File: src/rtl/led_status_defines.vh
`ifndef LED_STATUS_DEFINES_VH
`define LED_STATUS_DEFINES_VH

// ----------------------------------------------------------------
// display modes
// ----------------------------------------------------------------
`define MODE_0            2'h0
`define MODE_1            2'h1
`define MODE_2            2'h2
`define MODE_3            2'h3

// ----------------------------------------------------------------
// timing
// ----------------------------------------------------------------
`define CLK_PERIOD_NS     25
`define RESET_HOLD_US     1000
`define RESET_HOLD_CYC    ((`RESET_HOLD_US * 1000 + `CLK_PERIOD_NS - 1) / `CLK_PERIOD_NS)
`define PHASE_DEFAULT     16
`define FRAME_PHASES      4'h8

// ----------------------------------------------------------------
// axi-lite register map
// ----------------------------------------------------------------
`define ADDR_STATUS       4'h0
`define ADDR_ENABLE       4'h4
`define ADDR_CLEAR        4'h8
`define ADDR_MODE         4'hC
`define RESP_OKAY         2'h0
`define RESP_SLVERR       2'h2

// ----------------------------------------------------------------
// status bits
// ----------------------------------------------------------------
`define ST_COLLISION      0
`define ST_JABBER         1
`define ST_FIFO_ERR       2
`define ST_PARTITION      3
`define ST_WIDTH          4

`endif

File: src/rtl/repeater_led_status_driver.v
// Contract
// - seven indicator drivers: four twisted-pair, one attachment, two common.
// - each indicator is three-level: driven high, released, or driven low.
// - floating straps read low; both low selects mode 0.
// - mode number is upper strap then lower strap.
// - mode 0: link, tx, polarity, rx, partition; common fifo error, collision.
// - mode 1: link and rx; attachment rx only; common jabber, collision.
// - mode 2: link, partition, rx; attachment partition, rx; common jabber, collision.
// - mode 3: link, rx, partition; attachment rx, partition; common jabber, collision.
// - straps sampled at reset; reset held over 1 ms to latch them.
`timescale 1ns/100ps
`default_nettype none
`include "led_status_defines.vh"

module repeater_led_status_driver #(
    parameter integer RESET_HOLD_CYC = `RESET_HOLD_CYC,
    parameter integer PHASE_CYC      = `PHASE_DEFAULT
) (
    input  wire        aclk,
    input  wire        aresetn,
    input  wire        display_select_upper,
    input  wire        display_select_lower,
    input  wire [3:0]  tp_link_pulse,
    input  wire [3:0]  tp_tx_packet,
    input  wire [3:0]  tp_rev_polarity,
    input  wire [3:0]  tp_rx_packet,
    input  wire [3:0]  tp_partitioned,
    input  wire        aui_tx_packet,
    input  wire        aui_rx_packet,
    input  wire        aui_partitioned,
    input  wire        fifo_error,
    input  wire        collision,
    input  wire        jabber_lockup_protection,
    output reg  [3:0]  twisted_pair_port_indicator_o,
    output reg  [3:0]  twisted_pair_port_indicator_oe,
    output reg         attachment_port_indicator_o,
    output reg         attachment_port_indicator_oe,
    output reg  [1:0]  common_function_indicator_o,
    output reg  [1:0]  common_function_indicator_oe,
    output reg         irq,
    input  wire [3:0]  s_axi_awaddr,
    input  wire        s_axi_awvalid,
    output reg         s_axi_awready,
    input  wire [31:0] s_axi_wdata,
    input  wire [3:0]  s_axi_wstrb,
    input  wire        s_axi_wvalid,
    output reg         s_axi_wready,
    output reg  [1:0]  s_axi_bresp,
    output reg         s_axi_bvalid,
    input  wire        s_axi_bready,
    input  wire [3:0]  s_axi_araddr,
    input  wire        s_axi_arvalid,
    output reg         s_axi_arready,
    output reg  [31:0] s_axi_rdata,
    output reg  [1:0]  s_axi_rresp,
    output reg         s_axi_rvalid,
    input  wire        s_axi_rready
);

// ----------------------------------------------------------------
// pattern encodings (drive high, drive low, release)
// ----------------------------------------------------------------
localparam [1:0] PH_Z  = 2'h0;
localparam [1:0] PH_HI = 2'h1;
localparam [1:0] PH_LO = 2'h2;

reg  [1:0]  mode_reg;
reg  [31:0] hold_cnt_reg;
reg  [31:0] phase_cnt_reg;
reg  [2:0]  frame_reg;
reg  [3:0]  status_reg;
reg  [3:0]  enable_reg;
reg  [3:0]  aw_addr_reg;
reg         aw_have_reg;
reg  [31:0] w_data_reg;
reg         w_have_reg;

// ----------------------------------------------------------------
// condition pattern: each condition owns its phase sequence
// ----------------------------------------------------------------
function [1:0] pattern;
    input [2:0] cond;
    input [2:0] slot;
    begin
        case (cond)
            3'h1:    pattern = (slot < 3'h4) ? PH_HI : PH_Z;
            3'h2:    pattern = (slot < 3'h4) ? PH_LO : PH_Z;
            3'h3:    pattern = slot[0] ? PH_LO : PH_HI;
            3'h4:    pattern = slot[1] ? PH_HI : PH_Z;
            3'h5:    pattern = slot[1] ? PH_LO : PH_Z;
            default: pattern = PH_Z;
        endcase
    end
endfunction

// picks lowest-numbered active condition for a port pin
function [2:0] port_cond;
    input [1:0] mode;
    input       is_aui;
    input       link;
    input       tx;
    input       pol;
    input       rx;
    input       part;
    begin
        port_cond = 3'h0;
        case (mode)
            `MODE_0: begin
                if (part)
                    port_cond = 3'h5;
                if (rx)
                    port_cond = 3'h4;
                if (pol && !is_aui)
                    port_cond = 3'h3;
                if (tx)
                    port_cond = 3'h2;
                if (link && !is_aui)
                    port_cond = 3'h1;
            end
            `MODE_1: begin
                if (rx)
                    port_cond = 3'h4;
                if (link && !is_aui)
                    port_cond = 3'h1;
            end
            `MODE_2: begin
                if (rx)
                    port_cond = 3'h4;
                if (part)
                    port_cond = 3'h2;
                if (link && !is_aui)
                    port_cond = 3'h1;
            end
            `MODE_3: begin
                if (part)
                    port_cond = 3'h3;
                if (rx)
                    port_cond = 3'h2;
                if (link && !is_aui)
                    port_cond = 3'h1;
            end
            default: port_cond = 3'h0;
        endcase
    end
endfunction

function [2:0] common_cond;
    input [1:0] mode;
    input       fifo;
    input       coll;
    input       jab;
    begin
        common_cond = 3'h0;
        if (coll)
            common_cond = 3'h3;
        if ((mode == `MODE_0) ? fifo : jab)
            common_cond = 3'h1;
    end
endfunction

// ----------------------------------------------------------------
// strap capture while reset is held
// ----------------------------------------------------------------
// the mode register has no reset value: a reset too short to reach the
// hold count keeps the mode latched by the last long enough one
always @(posedge aclk) begin
    if (!aresetn) begin
        if (hold_cnt_reg < RESET_HOLD_CYC)
            hold_cnt_reg <= hold_cnt_reg + 32'h1;
        else
            mode_reg <= {display_select_upper, display_select_lower};
    end else begin
        hold_cnt_reg <= 32'h0;
    end
end

// ----------------------------------------------------------------
// pattern timebase: PHASE_CYC cycles a slot, eight slots a frame
// ----------------------------------------------------------------
always @(posedge aclk) begin
    if (!aresetn) begin
        phase_cnt_reg <= 32'h0;
        frame_reg     <= 3'h0;
    end else if (phase_cnt_reg >= PHASE_CYC - 1) begin
        phase_cnt_reg <= 32'h0;
        frame_reg     <= frame_reg + 3'h1;
    end else begin
        phase_cnt_reg <= phase_cnt_reg + 32'h1;
    end
end

// ----------------------------------------------------------------
// pin phases from the latched mode
// ----------------------------------------------------------------
// level and enable that a pin shows for one phase code
function drive_hi;
    input [1:0] ph;
    begin
        drive_hi = (ph == PH_HI);
    end
endfunction

function drive_en;
    input [1:0] ph;
    begin
        drive_en = (ph != PH_Z);
    end
endfunction

integer   i;
reg [7:0] tp_ph_next;
reg [1:0] aui_ph_next;
reg [1:0] cf_ph_next;

always @* begin
    tp_ph_next = 8'h00;
    for (i = 0; i < 4; i = i + 1) begin
        tp_ph_next[2*i +: 2] = pattern(port_cond(mode_reg, 1'b0, tp_link_pulse[i],
                                                 tp_tx_packet[i], tp_rev_polarity[i],
                                                 tp_rx_packet[i], tp_partitioned[i]),
                                       frame_reg);
    end
    aui_ph_next = pattern(port_cond(mode_reg, 1'b1, 1'b0, aui_tx_packet, 1'b0,
                                    aui_rx_packet, aui_partitioned), frame_reg);
    cf_ph_next  = pattern(common_cond(mode_reg, fifo_error, collision,
                                      jabber_lockup_protection), frame_reg);
end

// ----------------------------------------------------------------
// indicator outputs
// ----------------------------------------------------------------
always @(posedge aclk) begin
    if (!aresetn) begin
        twisted_pair_port_indicator_o  <= 4'h0;
        twisted_pair_port_indicator_oe <= 4'h0;
        attachment_port_indicator_o    <= 1'b0;
        attachment_port_indicator_oe   <= 1'b0;
        common_function_indicator_o    <= 2'h0;
        common_function_indicator_oe   <= 2'h0;
    end else begin
        twisted_pair_port_indicator_o  <= {drive_hi(tp_ph_next[7:6]), drive_hi(tp_ph_next[5:4]),
                                           drive_hi(tp_ph_next[3:2]), drive_hi(tp_ph_next[1:0])};
        twisted_pair_port_indicator_oe <= {drive_en(tp_ph_next[7:6]), drive_en(tp_ph_next[5:4]),
                                           drive_en(tp_ph_next[3:2]), drive_en(tp_ph_next[1:0])};
        attachment_port_indicator_o    <= drive_hi(aui_ph_next);
        attachment_port_indicator_oe   <= drive_en(aui_ph_next);
        common_function_indicator_o    <= {2{drive_hi(cf_ph_next)}};
        common_function_indicator_oe   <= {2{drive_en(cf_ph_next)}};
    end
end

// ----------------------------------------------------------------
// event status, enable and interrupt
// ----------------------------------------------------------------
// an event is the level of its input; set wins over a clear in one cycle
reg [`ST_WIDTH-1:0] events;
always @* begin
    events = {`ST_WIDTH{1'b0}};
    events[`ST_COLLISION] = collision;
    events[`ST_JABBER]    = jabber_lockup_protection;
    events[`ST_FIFO_ERR]  = fifo_error;
    events[`ST_PARTITION] = (tp_partitioned != 4'h0) | aui_partitioned;
end

wire       wr_fire = aw_have_reg && w_have_reg && !s_axi_bvalid;
wire [3:0] clr_bits = (wr_fire && aw_addr_reg == `ADDR_CLEAR) ? w_data_reg[3:0] : 4'h0;

always @(posedge aclk) begin
    if (!aresetn) begin
        status_reg <= 4'h0;
        irq        <= 1'b0;
    end else begin
        status_reg <= (status_reg & ~clr_bits) | events;
        irq        <= (((status_reg & ~clr_bits) | events) & enable_reg) != 4'h0;
    end
end

// ----------------------------------------------------------------
// axi4-lite slave
// ----------------------------------------------------------------
always @(posedge aclk) begin
    if (!aresetn) begin
        aw_addr_reg   <= 4'h0;
        aw_have_reg   <= 1'b0;
        w_data_reg    <= 32'h0;
        w_have_reg    <= 1'b0;
        enable_reg    <= 4'h0;
        s_axi_awready <= 1'b0;
        s_axi_wready  <= 1'b0;
        s_axi_bvalid  <= 1'b0;
        s_axi_bresp   <= `RESP_OKAY;
        s_axi_arready <= 1'b0;
        s_axi_rvalid  <= 1'b0;
        s_axi_rdata   <= 32'h0;
        s_axi_rresp   <= `RESP_OKAY;
    end else begin
        // each ready pulses for one edge; the word lands once both halves are held
        s_axi_awready <= !aw_have_reg && !s_axi_awready && s_axi_awvalid;
        s_axi_wready  <= !w_have_reg && !s_axi_wready && s_axi_wvalid;
        if (s_axi_awvalid && s_axi_awready) begin
            aw_addr_reg <= s_axi_awaddr;
            aw_have_reg <= 1'b1;
        end
        if (s_axi_wvalid && s_axi_wready) begin
            w_data_reg <= s_axi_wdata;
            w_have_reg <= 1'b1;
        end
        if (wr_fire) begin
            aw_have_reg  <= 1'b0;
            w_have_reg   <= 1'b0;
            s_axi_bvalid <= 1'b1;
            s_axi_bresp  <= `RESP_OKAY;
            if (aw_addr_reg == `ADDR_ENABLE)
                enable_reg <= w_data_reg[3:0];
            else if (aw_addr_reg != `ADDR_CLEAR)
                s_axi_bresp <= `RESP_SLVERR;
        end else if (s_axi_bvalid && s_axi_bready) begin
            s_axi_bvalid <= 1'b0;
        end
        // no new read address is taken while an answer still stands
        s_axi_arready <= !s_axi_rvalid && !s_axi_arready && s_axi_arvalid;
        if (s_axi_arvalid && s_axi_arready) begin
            s_axi_rvalid <= 1'b1;
            s_axi_rresp  <= `RESP_OKAY;
            case (s_axi_araddr)
                `ADDR_STATUS: s_axi_rdata <= {28'h0, status_reg};
                `ADDR_ENABLE: s_axi_rdata <= {28'h0, enable_reg};
                `ADDR_CLEAR:  s_axi_rdata <= 32'h0;
                `ADDR_MODE:   s_axi_rdata <= {30'h0, mode_reg};
                default: begin
                    s_axi_rdata <= 32'h0;
                    s_axi_rresp <= `RESP_SLVERR;
                end
            endcase
        end else if (s_axi_rvalid && s_axi_rready) begin
            s_axi_rvalid <= 1'b0;
        end
    end
end

endmodule
`default_nettype wire

File: config.mk
export PLATFORM = sky130hd
export DESIGN_NAME = repeater_led_status_driver
export DESIGN_NICKNAME = d
export VERILOG_FILES = /design/src/rtl/repeater_led_status_driver.v
export VERILOG_INCLUDE_DIRS = /design/src /design/src/rtl
export SDC_FILE = /design/constraint.sdc
export NUM_CORES = 1
export LEC_CHECK = 0
export BUFFER_PORTS_ARGS = -buffer_cell sky130_fd_sc_hd__buf_2
export CORE_AREA = 2 2 103 105
export DETAILED_ROUTE_END_ITERATION = 7
export DIE_AREA = 0 0 105 107
export PLACE_DENSITY = 0.87
export SYNTH_ARGS = -nofsm -noshare
export SYNTH_HDL_FRONTEND = slang
export SYNTH_SLANG_ARGS = --single-unit
File: constraint.sdc
create_clock -name aclk -period 2 [get_ports aclk]
set_clock_uncertainty 0.1 [all_clocks]
set_input_delay 0 -clock aclk [delete_from_list [all_inputs] [get_ports aclk]]
set_output_delay 0 -clock aclk [all_outputs]
set_load 0.05 [all_outputs]
==> results <==
- The analysis attributes to cell leakage a power of 2.57 nW.
- The max-slew violation count is 0.
- Across the VDD grid, the largest voltage drop is 0.000367 V.
- The core area is 0.0101 sq mm.
- The post-route DRC violation count is 0.
- The total number of yosys warnings is 0.
- The number of violations reported at the end of detailed-routing iteration 0 is 264.
- The maximum fanout count along the critical path is 7.
- For the worst setup path, the data arrival time is 2.09 ns.
- After the last flow step, the layout net total stands at 748.
- The routability-driven placement congestion ratio is 0.875.
- Detailed routing inserted a total of 4362 vias.
- The count of nets left with antenna violations once routing finished came out at 0.
- The capturing element of the worst setup path is hold_cnt_reg[14].
- From synthesis to final layout, the design area changed by 29.2%.
- The layout has 801 filler cells.
- Setup violations remaining at the end of the flow were counted as 0.
- The max-cap check violation count is 0.
- After detailed routing, the number of vias per cell comes to 5.40.
- Among all flip-flop cells after synthesis, the most frequent one is dfxtp_1.
- The number of buffers on the longest clock path is 2.
- Clock-pin slew was measured on the worst setup and hold paths at 0.10 ns.
- Counting flops with an async set or reset pin after synthesis yields a share of 0.
- The sequential-to-total area share from yosys stat is 0.479.
- The number of H-tree branching levels is 3.
- The multi-input combinational cells in the finished layout cover a total of 0.00240 sq mm.
- Dividing the synthesized area by the synthesized cell count gives 9.17 sq um.
- The overall die area is 0.0112 sq mm.
- For this design the ratio of total power to cell area is 731 mW/mm^2.
- STA classifies the critical path endpoint as a register.
- At the worst endpoint, the required time is 2.14 ns.
- Tracing the worst setup path back leads to its startpoint at hold_cnt_reg[21].
- The flop and latch count out of synthesis is 111.
- The total power of the final layout is 4.42 mW.
- The number of clock buffers added by TritonCTS is 9.
- Static timing analysis puts the maximum clock frequency at 512 MHz.
- TritonCTS built the clock tree.
- The startpoint type of the worst setup path is a register.
- In this run the vertical extent of the chip is 107 um.
- The initialized floorplan defines 37 standard-cell rows.
- Across all setup checks in the final design, the least slack found is 0.0464 ns.
- The via count of the first global-routing pass came to 4237.
- Measured along the x axis, the die boundary spans 105 um.
- The run finished, with violations left.
- The shortest clock period the worst path allows after layout is 1.95 ns.
- The buffer cell driving the clock tree root is clkbuf_8.
- The worst hold path begins at tp_tx_packet[2].
- The sum of overflow across all layers after global routing is 0.
- The synthesized netlist occupies a cell area of 0.00469 sq mm.
- The worst hold slack is -0.000929 ns.
- The number of enable-type register cells in the synthesized netlist is 2.
- The first global-routing pass estimated 19.0 mm of wire.
- The first-pass iteration count of the detailed router is 5.
- The synthesized netlist contains 64 unique library cells.
- For this run, the total global-route usage over all layers was measured as 0.210.
- The initial core utilization is 0.464.
- The worst-case setup slack after placement is -0.00621 ns.
- The class of the tightest hold or removal check is in -> reg.
- Dividing the detail-routed wire length by the instance count gives 15.1 um.
- The count of buffers added on input and output ports is 72.
- The initial antenna violation count is 1.
- The terminus of the critical flop-to-flop path is hold_cnt_reg[14].
- In the final layout, the share of cells above drive strength 1 is 0.219.
- The count of pins on the block boundary is 135.
- The clock reaches the later pin of the worst-skew pair after 0.37 ns.
- The internal reg-to-reg setup slack is 0.05 ns.
- The most frequent standard cell in the layout excluding fill and tap cells is dfxtp_1.
- The final reports fail on hold timing.
- The number of sinks on the clock net is 111.
- The cell depth of the worst flop-to-flop path is 5.
- Entering global routing, the biggest net connects 29 pins.
- The total area of sequential cells is 0.00225 sq mm.
- The worst register-to-register path begins at hold_cnt_reg[21].
- Dividing the final minimum period by the clock period gives 0.977.
- Summed over all nets, the half-perimeter wirelength after detailed placement is 7.82 mm.
- Counting every instance in the synthesized netlist gives 511.
- The critical path is of the reg -> reg type.
- The hold violation count in the final report is 1.
- In the layout the commonest cells are dfxtp_1 (105), buf_2 (72), conb_1 (58).
- Summed over all layers, the routed wires come to 12.2 mm.
synth_stat cells (4+ instances only):
cell / n / area (sq um)
buf_4: 32 / 240
xnor2_1: 8 / 70.1
a21boi_0: 7 / 52.6
nand3b_1: 6 / 45.0
nand4_1: 14 / 87.6
o31ai_1: 4 / 30.0
nand3_1: 24 / 120
or4_1: 4 / 30.0
a21oi_1: 36 / 180
nor2b_1: 26 / 163
inv_1: 14 / 52.6
mux2i_1: 13 / 130
clkbuf_1: 12 / 45.0
nor2_1: 42 / 158
dfxtp_1: 109 / 2180
nand2b_1: 5 / 31.3
o211ai_1: 7 / 52.6
o21ai_0: 13 / 65.1
nor3_1: 12 / 60.1
nand2_1: 35 / 131
and3_1: 4 / 25.0
nor4_1: 10 / 62.6
worst max-delay path, stage by stage, from the launching register on:
cell,delay [ns]
dfxtp_1,0.34
nor4_2,0.34
nand4_2,0.22
a21o_4,0.27
o41ai_1,0.43
a21oi_1,0.14
report_power, final:
group	internal, mW	total (mW)	switching (mW)
registers	2.29	2.35	0.0520
clock network	0.708	1.47	0.763
logic	0.190	0.606	0.417
total	3.19	4.42	1.23
cell families after synthesis:
family                   synth area share
AND/OR/NAND/NOR                     0.227
flip-flops                          0.479
AO/OA/AOI/OAI                       0.154
buffers and inverters              0.0777
multiplexers                       0.0350
XOR/XNOR                           0.0187
adder cells (fa/ha/maj)           0.00801
other                            0.000800
area by class of cell:
type,count,area share
multi-input combinational,393,0.397
clock buffer,9,0.0205
clock inverter,7,0.0157
tap,136,0.0281
sequential,111,0.372
inverter,14,0.00930
antenna,1,0.000413
timing repair buffer,137,0.158
timing repair:
item,in CTS,in global routing
gates resized for setup,3,27
pin swaps,2,6
setup buffers,0,5
gates cloned,0,0
hold endpoints to repair,38,0
hold buffers,41,0
endpoints found under the setup margin,2,24
per-layer routing:
layer  part of all wire  up-vias  wire, um  GRT usage
met5                  0        -         0          0
met4              0.026        0       321     0.0800
met3              0.062       35       752     0.0340
met2               0.52      215      6370      0.400
met1               0.39     2052      4730      0.234
li1                   -     2060         -          -
how the worst min path moves through the flow:
stage                     cells past startpoint                          endpoint
final                                         4  twisted_pair_port_indicator_o[2]
after global routing                          4  twisted_pair_port_indicator_o[2]
after CTS                                     4                     status_reg[3]
after detailed placement                      1               common_cond.mode[0]
after global placement                        1               common_cond.mode[0]
after floorplan                               0               common_cond.mode[0]
per-stage QoR:
stage | hold WS [ns] | setup TNS [ns] | cells | utilization | cell area, sq um
2_1_floorplan | -0.00113 | 0 | 568 | - | 4900
3_3_place_gp | 0.112 | 0 | 745 | 0.521 | 5260
3_5_place_dp | 0.109 | -0.00621 | 745 | 0.521 | 5260
4_1_cts | 0.0110 | 0 | 802 | 0.585 | 5910
5_1_grt | 0.0415 | -0.0493 | 808 | 0.600 | 6050
6_report | -0.000929 | 0 | 808 | 0.600 | 6050
No activity file was read; power rests on OpenSTA's default activity.
